$ cat src/shared/bas_pkg.sv
// constants, field layouts and enumerations of the batch activity sequencer
// assumes a single 100 MHz clock and 32-bit AXI4-Lite register access
package bas_pkg;

	// ****************************************
	// timing
	// ****************************************
	localparam int CLK_PERIOD_NS  = 10;
	localparam int TICK_PERIOD_NS = 1000000;
	localparam int TICK_CYC_DEF   = TICK_PERIOD_NS / CLK_PERIOD_NS;

	// ****************************************
	// register byte offsets
	// ****************************************
	localparam logic [7:0] OFS_CTRL     = 8'h00;
	localparam logic [7:0] OFS_STATUS   = 8'h04;
	localparam logic [7:0] OFS_ACT_CFG  = 8'h08;
	localparam logic [7:0] OFS_LOW_LVL  = 8'h0C;
	localparam logic [7:0] OFS_HIGH_LVL = 8'h10;
	localparam logic [7:0] OFS_SETTLE   = 8'h14;
	localparam logic [7:0] OFS_TIMEOUT  = 8'h18;
	localparam logic [7:0] OFS_TIMER_SP = 8'h1C;
	localparam logic [7:0] OFS_MAN_WT   = 8'h20;
	localparam logic [7:0] OFS_TMO_CNT  = 8'h24;
	localparam logic [7:0] OFS_TMR_CNT  = 8'h28;
	localparam logic [7:0] OFS_ACCUM    = 8'h2C;

	// ****************************************
	// field positions
	// ****************************************
	localparam int CTRL_START  = 0;
	localparam int CTRL_HALT   = 1;
	localparam int CTRL_RESTRT = 2;
	localparam int CTRL_ARST   = 3;
	localparam int CFG_TYPE_LO = 0;
	localparam int CFG_ACK_LO  = 4;
	localparam int CFG_OUT_LO  = 8;
	localparam int CFG_HOLD    = 12;
	localparam int CFG_PRINT   = 13;
	localparam int CFG_ENTER   = 14;
	localparam int STS_DONE    = 8;

	// ****************************************
	// reset values and bus response codes
	// ****************************************
	localparam logic [31:0] RST_CFG     = 32'h0000_0000;
	localparam logic [31:0] RST_LEVEL   = 32'h0000_0000;
	localparam logic [31:0] RST_TIME    = 32'h0000_0000;
	localparam logic [1:0]  RESP_OKAY   = 2'h0;
	localparam logic [1:0]  RESP_SLVERR = 2'h2;

	// ****************************************
	// enumerations
	// ****************************************
	typedef enum logic [2:0] {
		ST_IDLE   = 3'h0,
		ST_ACK    = 3'h1,
		ST_ACT    = 3'h3,
		ST_SETTLE = 3'h2,
		ST_DONE   = 3'h6,
		ST_ALARM  = 3'h7,
		ST_ARST   = 3'h5,
		ST_HALT   = 3'h4
	} bas_state_t;

	typedef enum logic [2:0] {
		ACT_FILL = 3'h0, ACT_TIMER = 3'h1, ACT_TIMER_OUT = 3'h2,
		ACT_LATCH_ON = 3'h3, ACT_LATCH_OFF = 3'h4, ACT_MANUAL = 3'h5
	} bas_act_t;

	typedef enum logic [2:0] {
		ACK_NONE = 3'h0, ack_check_initial = 3'h1, ACK_CONT = 3'h2,
		ACK_WAIT = 3'h3, ACK_WAIT_CONT = 3'h4
	} bas_ack_t;

	typedef enum logic [1:0] {
		CAUSE_NONE = 2'h0, CAUSE_ACK = 2'h1, CAUSE_TMO = 2'h2
	} bas_cause_t;

endpackage

$ cat src/hw/bas_sequencer.sv
// batch activity sequencer: one activity at a time, AXI4-Lite registers
// assumes gross_weight comes from logic on aclk; ack and keys are async pins
// What this block does
// - activities test the acknowledge input first, unless the check type is none.
// - ack_check_initial or continuous check with acknowledge missing raises an alarm.
// - wait types hold the activity, without alarm, until acknowledge arrives.
// - after an alarm, alarm reset then restart are both needed to continue.
// - fill shows gross and opens its output if gross is below low level.
// - after the fill output closes, wait the settle time before finishing.
// - fill duration above the timeout value raises a timeout alarm.
// - timeout counting starts at acknowledge and freezes during halts.
// - timeout restarts from zero after timeout alarm reset and restart.
// - timer with output opens its output at acknowledge; plain timer only pauses.
// - timers count the setpoint down and resume the remainder after a halt.
// - at zero the timer closes its output if opened and finishes.
// - latch on opens its output at acknowledge and leaves it open.
// - per-activity hold setting decides if latched outputs stay on during halts.
// - latch off closes its output at acknowledge.
// - manual activity tares the scale then halts batching.
// - with manual print, weight is accumulated and sent to the printer.
// - entry enabled but nothing keyed uses the measured weight.
// - every accepted parameter write from the bus is mirrored to non-volatile storage.
// - only live parameters accept writes while a batch runs.
//
// Design decisions made here: the placing of the registers and the AXI4-Lite register port.
`timescale 1ns/10ps
module bas_sequencer #(
	parameter int TICK_CYC = bas_pkg::TICK_CYC_DEF
) (
	// clock and reset
	input  wire logic        aclk,
	input  wire logic        aresetn,
	// axi4-lite write channels
	input  wire logic [7:0]  s_axi_awaddr,
	input  wire logic        s_axi_awvalid,
	output logic             s_axi_awready,
	input  wire logic [31:0] s_axi_wdata,
	input  wire logic [3:0]  s_axi_wstrb,
	input  wire logic        s_axi_wvalid,
	output logic             s_axi_wready,
	output logic [1:0]       s_axi_bresp,
	output logic             s_axi_bvalid,
	input  wire logic        s_axi_bready,
	// axi4-lite read channels
	input  wire logic [7:0]  s_axi_araddr,
	input  wire logic        s_axi_arvalid,
	output logic             s_axi_arready,
	output logic [31:0]      s_axi_rdata,
	output logic [1:0]       s_axi_rresp,
	output logic             s_axi_rvalid,
	input  wire logic        s_axi_rready,
	// plant side
	input  wire logic        ack_in,
	input  wire logic        restart_key,
	input  wire logic        alarm_reset_key,
	output logic [7:0]       proc_out,
	output logic             alarm_active,
	output logic             busy,
	// weight side
	input  wire logic [31:0] gross_weight,
	output logic             display_gross,
	output logic             tare_req,
	output logic             print_req,
	output logic [31:0]      print_weight,
	// non-volatile parameter store
	output logic             nv_wr,
	output logic [7:0]       nv_addr,
	output logic [31:0]      nv_data,
	input  wire logic        nv_ld_valid,
	input  wire logic [7:0]  nv_ld_addr,
	input  wire logic [31:0] nv_ld_data
);
	import bas_pkg::*;

	// ****************************************
	// pin synchronisers and key edges
	// ****************************************
	logic [2:0] pin_meta_ff, pin_sync_ff, pin_prev_ff;
	wire  [2:0] pin_raw = {alarm_reset_key, restart_key, ack_in};
	genvar gi;
	generate
		for (gi = 0; gi < 3; gi++) begin : g_sync
			always_ff @(posedge aclk) begin
				pin_meta_ff[gi] <= aresetn ? pin_raw[gi] : 1'b0;
				pin_sync_ff[gi] <= aresetn ? pin_meta_ff[gi] : 1'b0;
				pin_prev_ff[gi] <= aresetn ? pin_sync_ff[gi] : 1'b0;
			end
		end
	endgenerate
	wire ack_ok    = pin_sync_ff[0];
	wire key_rst   = pin_sync_ff[1] & ~pin_prev_ff[1];
	wire key_arst  = pin_sync_ff[2] & ~pin_prev_ff[2];

	// ****************************************
	// tick divider
	// ****************************************
	logic [31:0] div_ff;
	logic        tick_ff;
	always_ff @(posedge aclk) begin
		if (!aresetn || div_ff == 32'(TICK_CYC - 1)) begin
			div_ff <= 32'h0000_0000;
		end else begin
			div_ff <= div_ff + 32'h0000_0001;
		end
		tick_ff <= aresetn && div_ff == 32'(TICK_CYC - 1);
	end

	// ****************************************
	// axi4-lite slave
	// ****************************************
	logic        awready_ff, wready_ff, bvalid_ff, aw_got_ff, w_got_ff;
	logic        arready_ff, rvalid_ff;
	logic [1:0]  bresp_ff;
	logic [7:0]  awaddr_ff;
	logic [31:0] wdata_ff, rdata_ff;
	logic [3:0]  wstrb_ff;
	bas_state_t  st_ff;
	wire wr_fire   = aw_got_ff & w_got_ff & ~bvalid_ff;
	wire full_strb = wstrb_ff == 4'hF;
	wire idle      = st_ff == ST_IDLE;
	wire is_live   = awaddr_ff == OFS_LOW_LVL || awaddr_ff == OFS_HIGH_LVL ||
	                 awaddr_ff == OFS_TIMER_SP || awaddr_ff == OFS_MAN_WT;
	wire is_param  = is_live || awaddr_ff == OFS_ACT_CFG || awaddr_ff == OFS_SETTLE ||
	                 awaddr_ff == OFS_TIMEOUT;
	wire is_cmd    = awaddr_ff == OFS_CTRL || awaddr_ff == OFS_STATUS;
	wire wr_ok     = full_strb && (is_cmd || (is_param && (is_live || idle)));
	wire bus_wr    = wr_fire && wr_ok && is_param;
	wire ld_wr     = nv_ld_valid && idle && !bus_wr;
	wire         prm_wr   = bus_wr | ld_wr;
	wire [7:0]   prm_addr = bus_wr ? awaddr_ff : nv_ld_addr;
	wire [31:0]  prm_data = bus_wr ? wdata_ff : nv_ld_data;
	wire ctrl_wr   = wr_fire && wr_ok && awaddr_ff == OFS_CTRL;
	wire cmd_start = ctrl_wr && wdata_ff[CTRL_START];
	wire cmd_halt  = ctrl_wr && wdata_ff[CTRL_HALT];
	wire cmd_rst   = (ctrl_wr && wdata_ff[CTRL_RESTRT]) || key_rst;
	wire cmd_arst  = (ctrl_wr && wdata_ff[CTRL_ARST]) || key_arst;
	wire done_clr  = wr_fire && wr_ok && awaddr_ff == OFS_STATUS && wdata_ff[STS_DONE];

	always_ff @(posedge aclk) begin
		if (!aresetn) begin
			awready_ff <= 1'b1;
			wready_ff  <= 1'b1;
			aw_got_ff  <= 1'b0;
			w_got_ff   <= 1'b0;
			bvalid_ff  <= 1'b0;
			bresp_ff   <= RESP_OKAY;
			awaddr_ff  <= 8'h00;
			wdata_ff   <= 32'h0000_0000;
			wstrb_ff   <= 4'h0;
		end else if (bvalid_ff && s_axi_bready) begin
			bvalid_ff  <= 1'b0;
			aw_got_ff  <= 1'b0;
			w_got_ff   <= 1'b0;
			awready_ff <= 1'b1;
			wready_ff  <= 1'b1;
		end else begin
			if (s_axi_awvalid && awready_ff) begin
				aw_got_ff  <= 1'b1;
				awready_ff <= 1'b0;
				awaddr_ff  <= {s_axi_awaddr[7:2], 2'h0};
			end
			if (s_axi_wvalid && wready_ff) begin
				w_got_ff  <= 1'b1;
				wready_ff <= 1'b0;
				wdata_ff  <= s_axi_wdata;
				wstrb_ff  <= s_axi_wstrb;
			end
			if (wr_fire) begin
				bvalid_ff <= 1'b1;
				bresp_ff  <= wr_ok ? RESP_OKAY : RESP_SLVERR;
			end
		end
	end

	// ****************************************
	// parameter registers and nv mirror
	// ****************************************
	logic [31:0] cfg_ff, low_ff, high_ff, settle_sp_ff, tmo_sp_ff, timer_sp_ff, man_wt_ff;
	logic        man_vld_ff, nv_wr_ff;
	logic [7:0]  nv_addr_ff;
	logic [31:0] nv_data_ff;
	logic        man_used;
	always_ff @(posedge aclk) begin
		if (!aresetn) begin
			cfg_ff       <= RST_CFG;
			low_ff       <= RST_LEVEL;
			high_ff      <= RST_LEVEL;
			settle_sp_ff <= RST_TIME;
			tmo_sp_ff    <= RST_TIME;
			timer_sp_ff  <= RST_TIME;
			man_wt_ff    <= RST_LEVEL;
			man_vld_ff   <= 1'b0;
		end else begin
			if (prm_wr && prm_addr == OFS_ACT_CFG)  cfg_ff       <= prm_data;
			if (prm_wr && prm_addr == OFS_LOW_LVL)  low_ff       <= prm_data;
			if (prm_wr && prm_addr == OFS_HIGH_LVL) high_ff      <= prm_data;
			if (prm_wr && prm_addr == OFS_SETTLE)   settle_sp_ff <= prm_data;
			if (prm_wr && prm_addr == OFS_TIMEOUT)  tmo_sp_ff    <= prm_data;
			if (prm_wr && prm_addr == OFS_TIMER_SP) timer_sp_ff  <= prm_data;
			if (prm_wr && prm_addr == OFS_MAN_WT)   man_wt_ff    <= prm_data;
			man_vld_ff <= (prm_wr && prm_addr == OFS_MAN_WT) || (man_vld_ff && !man_used);
		end
		nv_wr_ff   <= aresetn && bus_wr;
		nv_addr_ff <= aresetn ? awaddr_ff : 8'h00;
		nv_data_ff <= aresetn ? wdata_ff : 32'h0000_0000;
	end

	// ****************************************
	// activity decode
	// ****************************************
	wire bas_act_t act    = bas_act_t'(cfg_ff[CFG_TYPE_LO +: 3]);
	wire bas_ack_t ackm   = bas_ack_t'(cfg_ff[CFG_ACK_LO +: 3]);
	wire [2:0]     osel   = cfg_ff[CFG_OUT_LO +: 3];
	wire ack_go     = ackm == ACK_NONE || ack_ok;
	wire ack_alarm  = (ackm == ack_check_initial || ackm == ACK_CONT) && !ack_ok;
	wire cont_alarm = ackm == ACK_CONT && !ack_ok;
	wire run_ok     = !(ackm == ACK_WAIT_CONT && !ack_ok);
	wire below_low  = $signed(gross_weight) < $signed(low_ff);
	wire at_high    = $signed(gross_weight) >= $signed(high_ff);
	wire halted     = st_ff == ST_HALT || st_ff == ST_ALARM || st_ff == ST_ARST;

	// ****************************************
	// sequencer state
	// ****************************************
	bas_state_t  resume_ff, nxt_st, nxt_resume;
	bas_cause_t  cause_ff, nxt_cause;
	logic [7:0]  out_ff, hold_ff, nxt_out, nxt_hold, proc_out_ff;
	logic [31:0] tmo_ff, tcnt_ff, settle_ff, accum_ff, pw_ff, nxt_tmo, nxt_tcnt, nxt_settle;
	logic [31:0] nxt_accum, nxt_pw;
	logic        disp_ff, tare_ff, print_ff, done_ff, busy_ff, alarm_ff;
	logic        nxt_disp, nxt_tare, nxt_print;
	wire  [31:0] man_wt   = (cfg_ff[CFG_ENTER] && man_vld_ff) ? man_wt_ff : gross_weight;
	wire         tmo_over = tmo_ff > tmo_sp_ff;

	always_comb begin
		nxt_st     = st_ff;
		nxt_resume = resume_ff;
		nxt_cause  = cause_ff;
		nxt_out    = out_ff;
		nxt_hold   = hold_ff;
		nxt_tmo    = tmo_ff;
		nxt_tcnt   = tcnt_ff;
		nxt_settle = settle_ff;
		nxt_accum  = accum_ff;
		nxt_pw     = pw_ff;
		nxt_disp   = disp_ff;
		nxt_tare   = 1'b0;
		nxt_print  = 1'b0;
		man_used   = 1'b0;
		case (st_ff)
			ST_IDLE: if (cmd_start) begin
				nxt_st   = ST_ACK;
				nxt_tmo  = 32'h0000_0000;
				nxt_tcnt = timer_sp_ff;
			end
			ST_ACK: if (ack_alarm) begin
				nxt_st     = ST_ALARM;
				nxt_cause  = CAUSE_ACK;
				nxt_resume = ST_ACK;
			end else if (ack_go) begin
				nxt_st = ST_DONE;
				case (act)
					ACT_FILL: if (below_low) begin
						nxt_disp          = 1'b1;
						nxt_out[osel]     = 1'b1;
						nxt_hold[osel]    = 1'b0;
						nxt_st            = ST_ACT;
					end
					ACT_TIMER, ACT_TIMER_OUT: begin
						nxt_out[osel]  = act == ACT_TIMER_OUT || out_ff[osel];
						nxt_hold[osel] = act == ACT_TIMER_OUT ? 1'b0 : hold_ff[osel];
						nxt_st         = ST_ACT;
					end
					ACT_LATCH_ON: begin
						nxt_out[osel]  = 1'b1;
						nxt_hold[osel] = cfg_ff[CFG_HOLD];
					end
					ACT_LATCH_OFF: nxt_out[osel] = 1'b0;
					ACT_MANUAL: begin
						nxt_tare   = 1'b1;
						man_used   = 1'b1;
						nxt_st     = ST_HALT;
						nxt_resume = ST_DONE;
						if (cfg_ff[CFG_PRINT]) begin
							nxt_accum = accum_ff + man_wt;
							nxt_pw    = man_wt;
							nxt_print = 1'b1;
						end
					end
					default: nxt_st = ST_DONE;
				endcase
			end
			ST_ACT, ST_SETTLE: if (cont_alarm || tmo_over) begin
				nxt_st     = ST_ALARM;
				nxt_cause  = cont_alarm ? CAUSE_ACK : CAUSE_TMO;
				nxt_resume = st_ff;
			end else if (cmd_halt) begin
				nxt_st     = ST_HALT;
				nxt_resume = st_ff;
			end else if (run_ok) begin
				if (tick_ff && act == ACT_FILL) nxt_tmo = tmo_ff + 32'h0000_0001;
				if (st_ff == ST_SETTLE) begin
					if (settle_ff == 32'h0000_0000) nxt_st = ST_DONE;
					else if (tick_ff) nxt_settle = settle_ff - 32'h0000_0001;
				end else if (act == ACT_FILL) begin
					if (at_high) begin
						nxt_out[osel] = 1'b0;
						nxt_settle    = settle_sp_ff;
						nxt_st        = ST_SETTLE;
					end
				end else if (tick_ff) begin
					if (tcnt_ff == 32'h0000_0000) begin
						nxt_out[osel] = act == ACT_TIMER_OUT ? 1'b0 : out_ff[osel];
						nxt_st        = ST_DONE;
					end else begin
						nxt_tcnt = tcnt_ff - 32'h0000_0001;
					end
				end
			end
			ST_DONE: nxt_st = ST_IDLE;
			ST_ALARM: if (cmd_arst) nxt_st = ST_ARST;
			ST_ARST: if (cmd_rst) begin
				nxt_st    = resume_ff;
				nxt_cause = CAUSE_NONE;
				if (cause_ff == CAUSE_TMO) nxt_tmo = 32'h0000_0000;
			end
			ST_HALT: if (cmd_rst) nxt_st = resume_ff;
			default: nxt_st = ST_IDLE;
		endcase
	end

	always_ff @(posedge aclk) begin
		if (!aresetn) begin
			st_ff     <= ST_IDLE;
			resume_ff <= ST_IDLE;
			cause_ff  <= CAUSE_NONE;
			out_ff    <= 8'h00;
			hold_ff   <= 8'h00;
			tmo_ff    <= 32'h0000_0000;
			tcnt_ff   <= 32'h0000_0000;
			settle_ff <= 32'h0000_0000;
			accum_ff  <= 32'h0000_0000;
			pw_ff     <= 32'h0000_0000;
			disp_ff   <= 1'b0;
			tare_ff   <= 1'b0;
			print_ff  <= 1'b0;
			done_ff   <= 1'b0;
			busy_ff   <= 1'b0;
			alarm_ff  <= 1'b0;
		end else begin
			st_ff     <= nxt_st;
			resume_ff <= nxt_resume;
			cause_ff  <= nxt_cause;
			out_ff    <= nxt_out;
			hold_ff   <= nxt_hold;
			tmo_ff    <= nxt_tmo;
			tcnt_ff   <= nxt_tcnt;
			settle_ff <= nxt_settle;
			accum_ff  <= nxt_accum;
			pw_ff     <= nxt_pw;
			disp_ff   <= nxt_disp;
			tare_ff   <= nxt_tare;
			print_ff  <= nxt_print;
			busy_ff   <= nxt_st != ST_IDLE;
			alarm_ff  <= nxt_cause != CAUSE_NONE;
			// a completion in the clearing cycle still sets the flag
			done_ff   <= (st_ff == ST_DONE) || (done_ff && !done_clr);
		end
	end

	// ****************************************
	// output gating during halts
	// ****************************************
	generate
		for (gi = 0; gi < 8; gi++) begin : g_out
			always_ff @(posedge aclk) begin
				proc_out_ff[gi] <= aresetn && out_ff[gi] && (!halted || hold_ff[gi]);
			end
		end
	endgenerate

	// ****************************************
	// read path
	// ****************************************
	wire [31:0] status_w = {23'h0, done_ff, 2'h0, cause_ff, alarm_active, st_ff};
	wire [31:0] rd_mux =
		s_axi_araddr[7:2] == OFS_STATUS[7:2]   ? status_w :
		s_axi_araddr[7:2] == OFS_ACT_CFG[7:2]  ? cfg_ff :
		s_axi_araddr[7:2] == OFS_LOW_LVL[7:2]  ? low_ff :
		s_axi_araddr[7:2] == OFS_HIGH_LVL[7:2] ? high_ff :
		s_axi_araddr[7:2] == OFS_SETTLE[7:2]   ? settle_sp_ff :
		s_axi_araddr[7:2] == OFS_TIMEOUT[7:2]  ? tmo_sp_ff :
		s_axi_araddr[7:2] == OFS_TIMER_SP[7:2] ? timer_sp_ff :
		s_axi_araddr[7:2] == OFS_MAN_WT[7:2]   ? man_wt_ff :
		s_axi_araddr[7:2] == OFS_TMO_CNT[7:2]  ? tmo_ff :
		s_axi_araddr[7:2] == OFS_TMR_CNT[7:2]  ? tcnt_ff :
		s_axi_araddr[7:2] == OFS_ACCUM[7:2]    ? accum_ff : 32'h0000_0000;
	wire rd_map = s_axi_araddr[7:2] != OFS_CTRL[7:2] && s_axi_araddr <= OFS_ACCUM + 8'h03;
	logic [1:0] rresp_ff;
	always_ff @(posedge aclk) begin
		if (!aresetn) begin
			arready_ff <= 1'b1;
			rvalid_ff  <= 1'b0;
			rdata_ff   <= 32'h0000_0000;
			rresp_ff   <= RESP_OKAY;
		end else if (s_axi_arvalid && arready_ff) begin
			arready_ff <= 1'b0;
			rvalid_ff  <= 1'b1;
			rdata_ff   <= rd_map ? rd_mux : 32'h0000_0000;
			rresp_ff   <= rd_map ? RESP_OKAY : RESP_SLVERR;
		end else if (rvalid_ff && s_axi_rready) begin
			rvalid_ff  <= 1'b0;
			arready_ff <= 1'b1;
		end
	end

	assign s_axi_awready = awready_ff;
	assign s_axi_wready  = wready_ff;
	assign s_axi_bvalid  = bvalid_ff;
	assign s_axi_bresp   = bresp_ff;
	assign s_axi_arready = arready_ff;
	assign s_axi_rvalid  = rvalid_ff;
	assign s_axi_rdata   = rdata_ff;
	assign s_axi_rresp   = rresp_ff;
	assign proc_out      = proc_out_ff;
	assign alarm_active  = alarm_ff;
	assign busy          = busy_ff;
	assign display_gross = disp_ff;
	assign tare_req      = tare_ff;
	assign print_req     = print_ff;
	assign print_weight  = pw_ff;
	assign nv_wr         = nv_wr_ff;
	assign nv_addr       = nv_addr_ff;
	assign nv_data       = nv_data_ff;

	// ****************************************
	// assertions
	// ****************************************
	property p_ack_alarm;
		@(posedge aclk) disable iff (!aresetn)
		(st_ff == ST_ACK && ackm == ack_check_initial && !ack_ok) |=> st_ff == ST_ALARM;
	endproperty
	a_ack_alarm: assert property (p_ack_alarm) else $error("missing ack did not alarm");
	property p_ack_wait;
		@(posedge aclk) disable iff (!aresetn)
		(st_ff == ST_ACK && ackm == ACK_WAIT && !ack_ok) |=> st_ff == ST_ACK && !alarm_active;
	endproperty
	a_ack_wait: assert property (p_ack_wait) else $error("wait type left ack state");
	property p_fill_start;
		@(posedge aclk) disable iff (!aresetn)
		(st_ff == ST_ACK && act == ACT_FILL && !ack_alarm && ack_go && below_low)
		|=> out_ff[$past(osel)] && display_gross ##1 proc_out[$past(osel, 2)];
	endproperty
	a_fill_start: assert property (p_fill_start) else $error("fill output not opened");
	property p_fill_stop;
		@(posedge aclk) disable iff (!aresetn)
		(st_ff == ST_ACT && act == ACT_FILL && at_high && run_ok && !cont_alarm && !tmo_over
		 && !cmd_halt) |=> st_ff == ST_SETTLE && !out_ff[$past(osel)];
	endproperty
	a_fill_stop: assert property (p_fill_stop) else $error("fill output not closed");
	property p_timeout;
		@(posedge aclk) disable iff (!aresetn)
		((st_ff == ST_ACT || st_ff == ST_SETTLE) && tmo_over)
		|=> st_ff == ST_ALARM && alarm_active;
	endproperty
	a_timeout: assert property (p_timeout) else $error("timeout not alarmed");
	property p_tmo_frozen;
		@(posedge aclk) disable iff (!aresetn)
		(st_ff == ST_ALARM || st_ff == ST_HALT) |=> $stable(tmo_ff);
	endproperty
	a_tmo_frozen: assert property (p_tmo_frozen) else $error("timeout moved in halt");
	property p_tmo_restart;
		@(posedge aclk) disable iff (!aresetn)
		(st_ff == ST_ARST && cmd_rst && cause_ff == CAUSE_TMO) |=> tmo_ff == 32'h0000_0000;
	endproperty
	a_tmo_restart: assert property (p_tmo_restart) else $error("timeout not cleared");
	property p_timer_dec;
		@(posedge aclk) disable iff (!aresetn)
		(st_ff == ST_ACT && act != ACT_FILL && tick_ff && run_ok && !cont_alarm && !cmd_halt
		 && tcnt_ff != 32'h0000_0000) |=> tcnt_ff == $past(tcnt_ff) - 32'h0000_0001;
	endproperty
	a_timer_dec: assert property (p_timer_dec) else $error("timer did not count");
	property p_timer_end;
		@(posedge aclk) disable iff (!aresetn)
		(st_ff == ST_ACT && act == ACT_TIMER_OUT && tick_ff && run_ok && !cont_alarm
		 && !cmd_halt && tcnt_ff == 32'h0000_0000) |=> st_ff == ST_DONE ##1 st_ff == ST_IDLE;
	endproperty
	a_timer_end: assert property (p_timer_end) else $error("timer did not finish");
	property p_halt_off;
		@(posedge aclk) disable iff (!aresetn)
		halted |=> (proc_out & ~$past(hold_ff)) == 8'h00;
	endproperty
	a_halt_off: assert property (p_halt_off) else $error("output on during halt");

endmodule // bas_sequencer

$ cat config.mk
export PLATFORM = sky130hd
export DESIGN_NAME = bas_sequencer
export DESIGN_NICKNAME = d
export VERILOG_FILES = /design/src/shared/bas_pkg.sv /design/src/hw/bas_sequencer.sv
export SDC_FILE = /design/constraint.sdc
export NUM_CORES = 2
export LEC_CHECK = 0
export BUFFER_PORTS_ARGS = -buffer_cell sky130_fd_sc_hd__buf_2
export CELL_PAD_IN_SITES_DETAIL_PLACEMENT = 1
export CELL_PAD_IN_SITES_GLOBAL_PLACEMENT = 2
export CORE_ASPECT_RATIO = 1.75
export CORE_MARGIN = 4
export CORE_UTILIZATION = 36
export CTS_BUF_LIST = sky130_fd_sc_hd__clkbuf_16
export CTS_CLUSTER_DIAMETER = 50
export DETAILED_ROUTE_END_ITERATION = 16
export GPL_TIMING_DRIVEN = 0
export PLACE_DENSITY_LB_ADDON = 0.1
export SLEW_MARGIN = 20
export SYNTH_ARGS = -nofsm -noshare
export SYNTH_HDL_FRONTEND = slang
export SYNTH_SLANG_ARGS = --single-unit
export TNS_END_PERCENT = 1
$ cat constraint.sdc
create_clock -name aclk -period 4.17 [get_ports aclk]
set_input_delay 0.2085 -clock aclk [delete_from_list [all_inputs] [get_ports aclk]]
set_output_delay 0.2085 -clock aclk [all_outputs]
set_load 0.01 [all_outputs]
==> results by group <==
Status
  – Outcome: finished with violations
  – Failing checks: setup timing

Die
  – Core ar.: 80800 µm²
  – Io pins: 262
  – Starting Density: 0.363
  – Cell Rows: 138
  – Die W: 224 µm
  – Die area: 86200 µm²
  – Die height: 385 µm

Detailed routing
  – Drt pass-1 iters: 9
  – Routed Antenna Nets: 0
  – Vias per cell: 6.04
  – DR vias: 30800
  – Initial drt markers: 2339
  – # DRC: 0
  – Routed WL: 158000 µm
  – Wire per inst: 31.1 µm

CTS
  – Longest Clk Path Bufs: 3
  – Clock slew at reported path FFs: 0.07 ns
  – Clk Latency, worst-skew pair: 0.66 ns
  – CTS H-tree depth: 3
  – Root Buffer: clkbuf_16
  – Clock sinks: 586
  – CTS tree: built
  – Total CTS buffers: 67

Setup path
  – Crit. End Element: register
  – Worst Setup Start Kind: register
  – CP Buf/Inv Count: 3
  – CP required: 4.74 ns
  – Top delay family on crit path: compound AO/OA/AOI/OAI gates
  – CP max FO: 10
  – Worst path arrival time: 4.79 ns
  – Slowest Stage Delay on Critical Path: 0.55 ns
  – Crit-path cells: inv_1, ha_1, and3_1, and3_1, nor4b_1, a311oi_4, a211oi_4, nand3_1, a2111oi_2, clkbuf_2, buf_2, o211ai_1, a21oi_1
  – Slowest stage cell on the critical path: nor4b_1
  – Crit-path most repeated cell: and3_1
  – Crit Path Class: register to register

STA
  – Final setup viols: 2
  – Worst-Margin Slew: 1.27 ns
  – Period utilisation layout: 1.01
  – Final hold viol count: 0
  – Fmax: 237 MHz
  – Unrepaired setup endpoints after global routing: true
  – Setup_tns: -0.0830 ns
  – Final WS setup: -0.0459 ns
  – Slew headroom: 0.153
  – Fin crit period: 4.22 ns
  – Max-slew violations: 0
  – Worst Skew: 0.0265 ns

Synthesis
  – Yosys warns: 0
  – Post-synth EDFFs: 0
  – Cell area after synthesis: 29300 µm²
  – Synth async-reset ratio: 0
  – Seq/Total Area, Yosys: 0.400
  – Flip-flop and latch count after synthesis: 586
  – Synth cell types: 79
  – Cells after synthesis: 3591
  – Ys flop type: dfxtp_1
  – Syn avg cell area: 8.16 µm²

Global routing
  – Vias in the first global route: 31300
  – First-pass GRT wire length: 222000 µm
  – Gr ovfl total: 0
  – Largest net degree at the start of global routing: 15
  – GRT Util Overall: 0.355
  – Initial antenna violation count: 6

Place
  – Placed cell count: 4912
  – Dpl cell area: 32400 µm²
  – Placer Congestion: 1.04
  – IO Port Bufs: 251
  – Estimated wirelength of the detail-placed design: 125000 µm

Power
  – Pint: 9630 µW
  – Pleak: 0.0130 µW
  – P_sw: 4140 µW
  – Flop pwr share: 0.422
  – PD cells: 389 nW/µm²
  – Clock share of power: 0.448
  – Peak VDD IR: 336 µV
  – Sw Ratio: 0.301
  – Combinational share of power: 0.130

Finish
  – Finished Layout Cells: 5101
  – Area delta synth->final: 20.8%
  – Design area: 35400 µm²
  – Fraction of layout cells with a size suffix above 1: 0.138
  – Commonest non-fill, non-tap cell in the layout: dfxtp_1
  – Final layout net count: 4257
  – Most frequent cells in the layout: 586 x dfxtp_1, 487 x nor2_1, 372 x nand2_1

Worst hold path
  – Worst hold path class: primary input to register

Flow run
  – Max Cap Viol: 0
==> cell type report <==
class	instances	area [µm²]
buffer	240	986
sequential	586	11700
antenna	7	17.5
multi-input combinational	2637	16600
fill	9814	45400
clock inverter	53	463
clock buffer	69	1730
inverter	131	492
tap	1050	1310
timing repair buffer	328	2100
==> final timing paths <==
path / start / to / slack (ns) / cells past startpoint
worst min-delay path: aresetn / st_ff[0] / 0.04 / 3
worst max-delay path: tmo_sp_ff[4] / settle_ff[1] / -0.05 / 13
worst max register to register: tmo_sp_ff[4] / settle_ff[1] / -0.05 / 13
worst min register to register: pin_meta_ff[1] / pin_sync_ff[1] / 0.44 / 1
==> cells in the mapped netlist (all sizes together) (23+ instances only) <==
cell type  number  share of area
ha            130          0.056
nand4          48          0.010
nor2          492          0.063
mux2i          64          0.022
mux2           31          0.012
a211oi        261          0.067
xor2           30         0.0090
or3            26         0.0056
nand2         373          0.048
nor3           66          0.011
a21oi         288          0.049
a221oi         38          0.011
and2           62          0.013
inv           131          0.017
o211ai         24         0.0062
nor4           35         0.0077
dfxtp         586           0.40
buf            46         0.0076
nand2b         26         0.0056
a22oi          67          0.017
clkbuf        194          0.025
nand3          77          0.013
o21ai         128          0.022
a31oi          29         0.0062
xnor2          40          0.012
a22o           23         0.0069
==> power by group through the flow <==
stage               Clock (µW)  Combinational, µW  Sequential [µW]
global placement             0               1580             5920
CTS                       6220               1730             5800
finish                    6170               1790             5810
global route              6430               1860             5810
detailed placement           0               1640             5930
floorplan                    0                824             5880
==> stage by stage <==
stage,setup slack [ns],hold WS [ns],power [µW],util
floorplan,0.731,0.336,6700,-
global placement,-1.08,0.413,7500,0.394
detailed placement,-0.730,0.421,7570,0.402
CTS,-0.0519,0.00512,13800,0.437
global route,-0.132,0.0744,14100,0.438
finish,-0.0459,0.0352,13800,0.438
==> registers in the layout, indices dropped and copies added, names as in the netlist, 32 cells and up <==
name / flops
accum_ff: 32
cfg_ff: 32
div_ff: 32
high_ff: 32
low_ff: 32
man_wt_ff: 32
nv_data: 32
print_weight: 32
s_axi_rdata: 32
settle_ff: 32
settle_sp_ff: 32
tcnt_ff: 32
timer_sp_ff: 32
tmo_ff: 32
tmo_sp_ff: 32
wdata_ff: 32
==> worst reg2reg max path: stages, from the launching register on <==
cell and delay (ns):
dfxtp_1 0.47, inv_1 0.09, ha_1 0.33, and3_1 0.20
and3_1 0.21, nor4b_1 0.55, a311oi_4 0.18, a211oi_4 0.46
nand3_1 0.21, a2111oi_2 0.47, clkbuf_2 0.33, buf_2 0.33
o211ai_1 0.14, a21oi_1 0.16
==> logic make-up (layout without fill, tap and decap cells) <==
logic type | after synthesis | in the layout | share of synthesized area
AO/OA/AOI/OAI | 1020 | 1020 | 0.233
XOR/XNOR | 70 | 70 | 0.0209
adder cells (fa/ha/maj) | 131 | 131 | 0.0562
buffers and inverters | 371 | 821 | 0.0493
flip-flops | 586 | 586 | 0.400
multiplexers | 95 | 95 | 0.0338
other | 1 | 11 | 0.000128
AND/OR/NAND/NOR | 1317 | 1317 | 0.206
==> repair_timing <==
item / CTS / global route
setup endpoints to repair: 109 / 136
endpoints found under the hold margin: 59 / 0
hold buffers: 57 / 0
pin swaps: 1 / 1
buffers inserted: 2 / 1
cloned: 0 / 0
resized for setup: 18 / 27
==> layer usage <==
layer / vias to the layer above / routed length (µm) / global-route usage
met5: - / 0 / 0
met4: 0 / 16900 / 0.308
li1: 13800 / - / -
met2: 1198 / 77300 / 0.614
met3: 532 / 8100 / 0.0498
met1: 15300 / 56200 / 0.375
No activity file was read; power rests on OpenSTA's default activity.
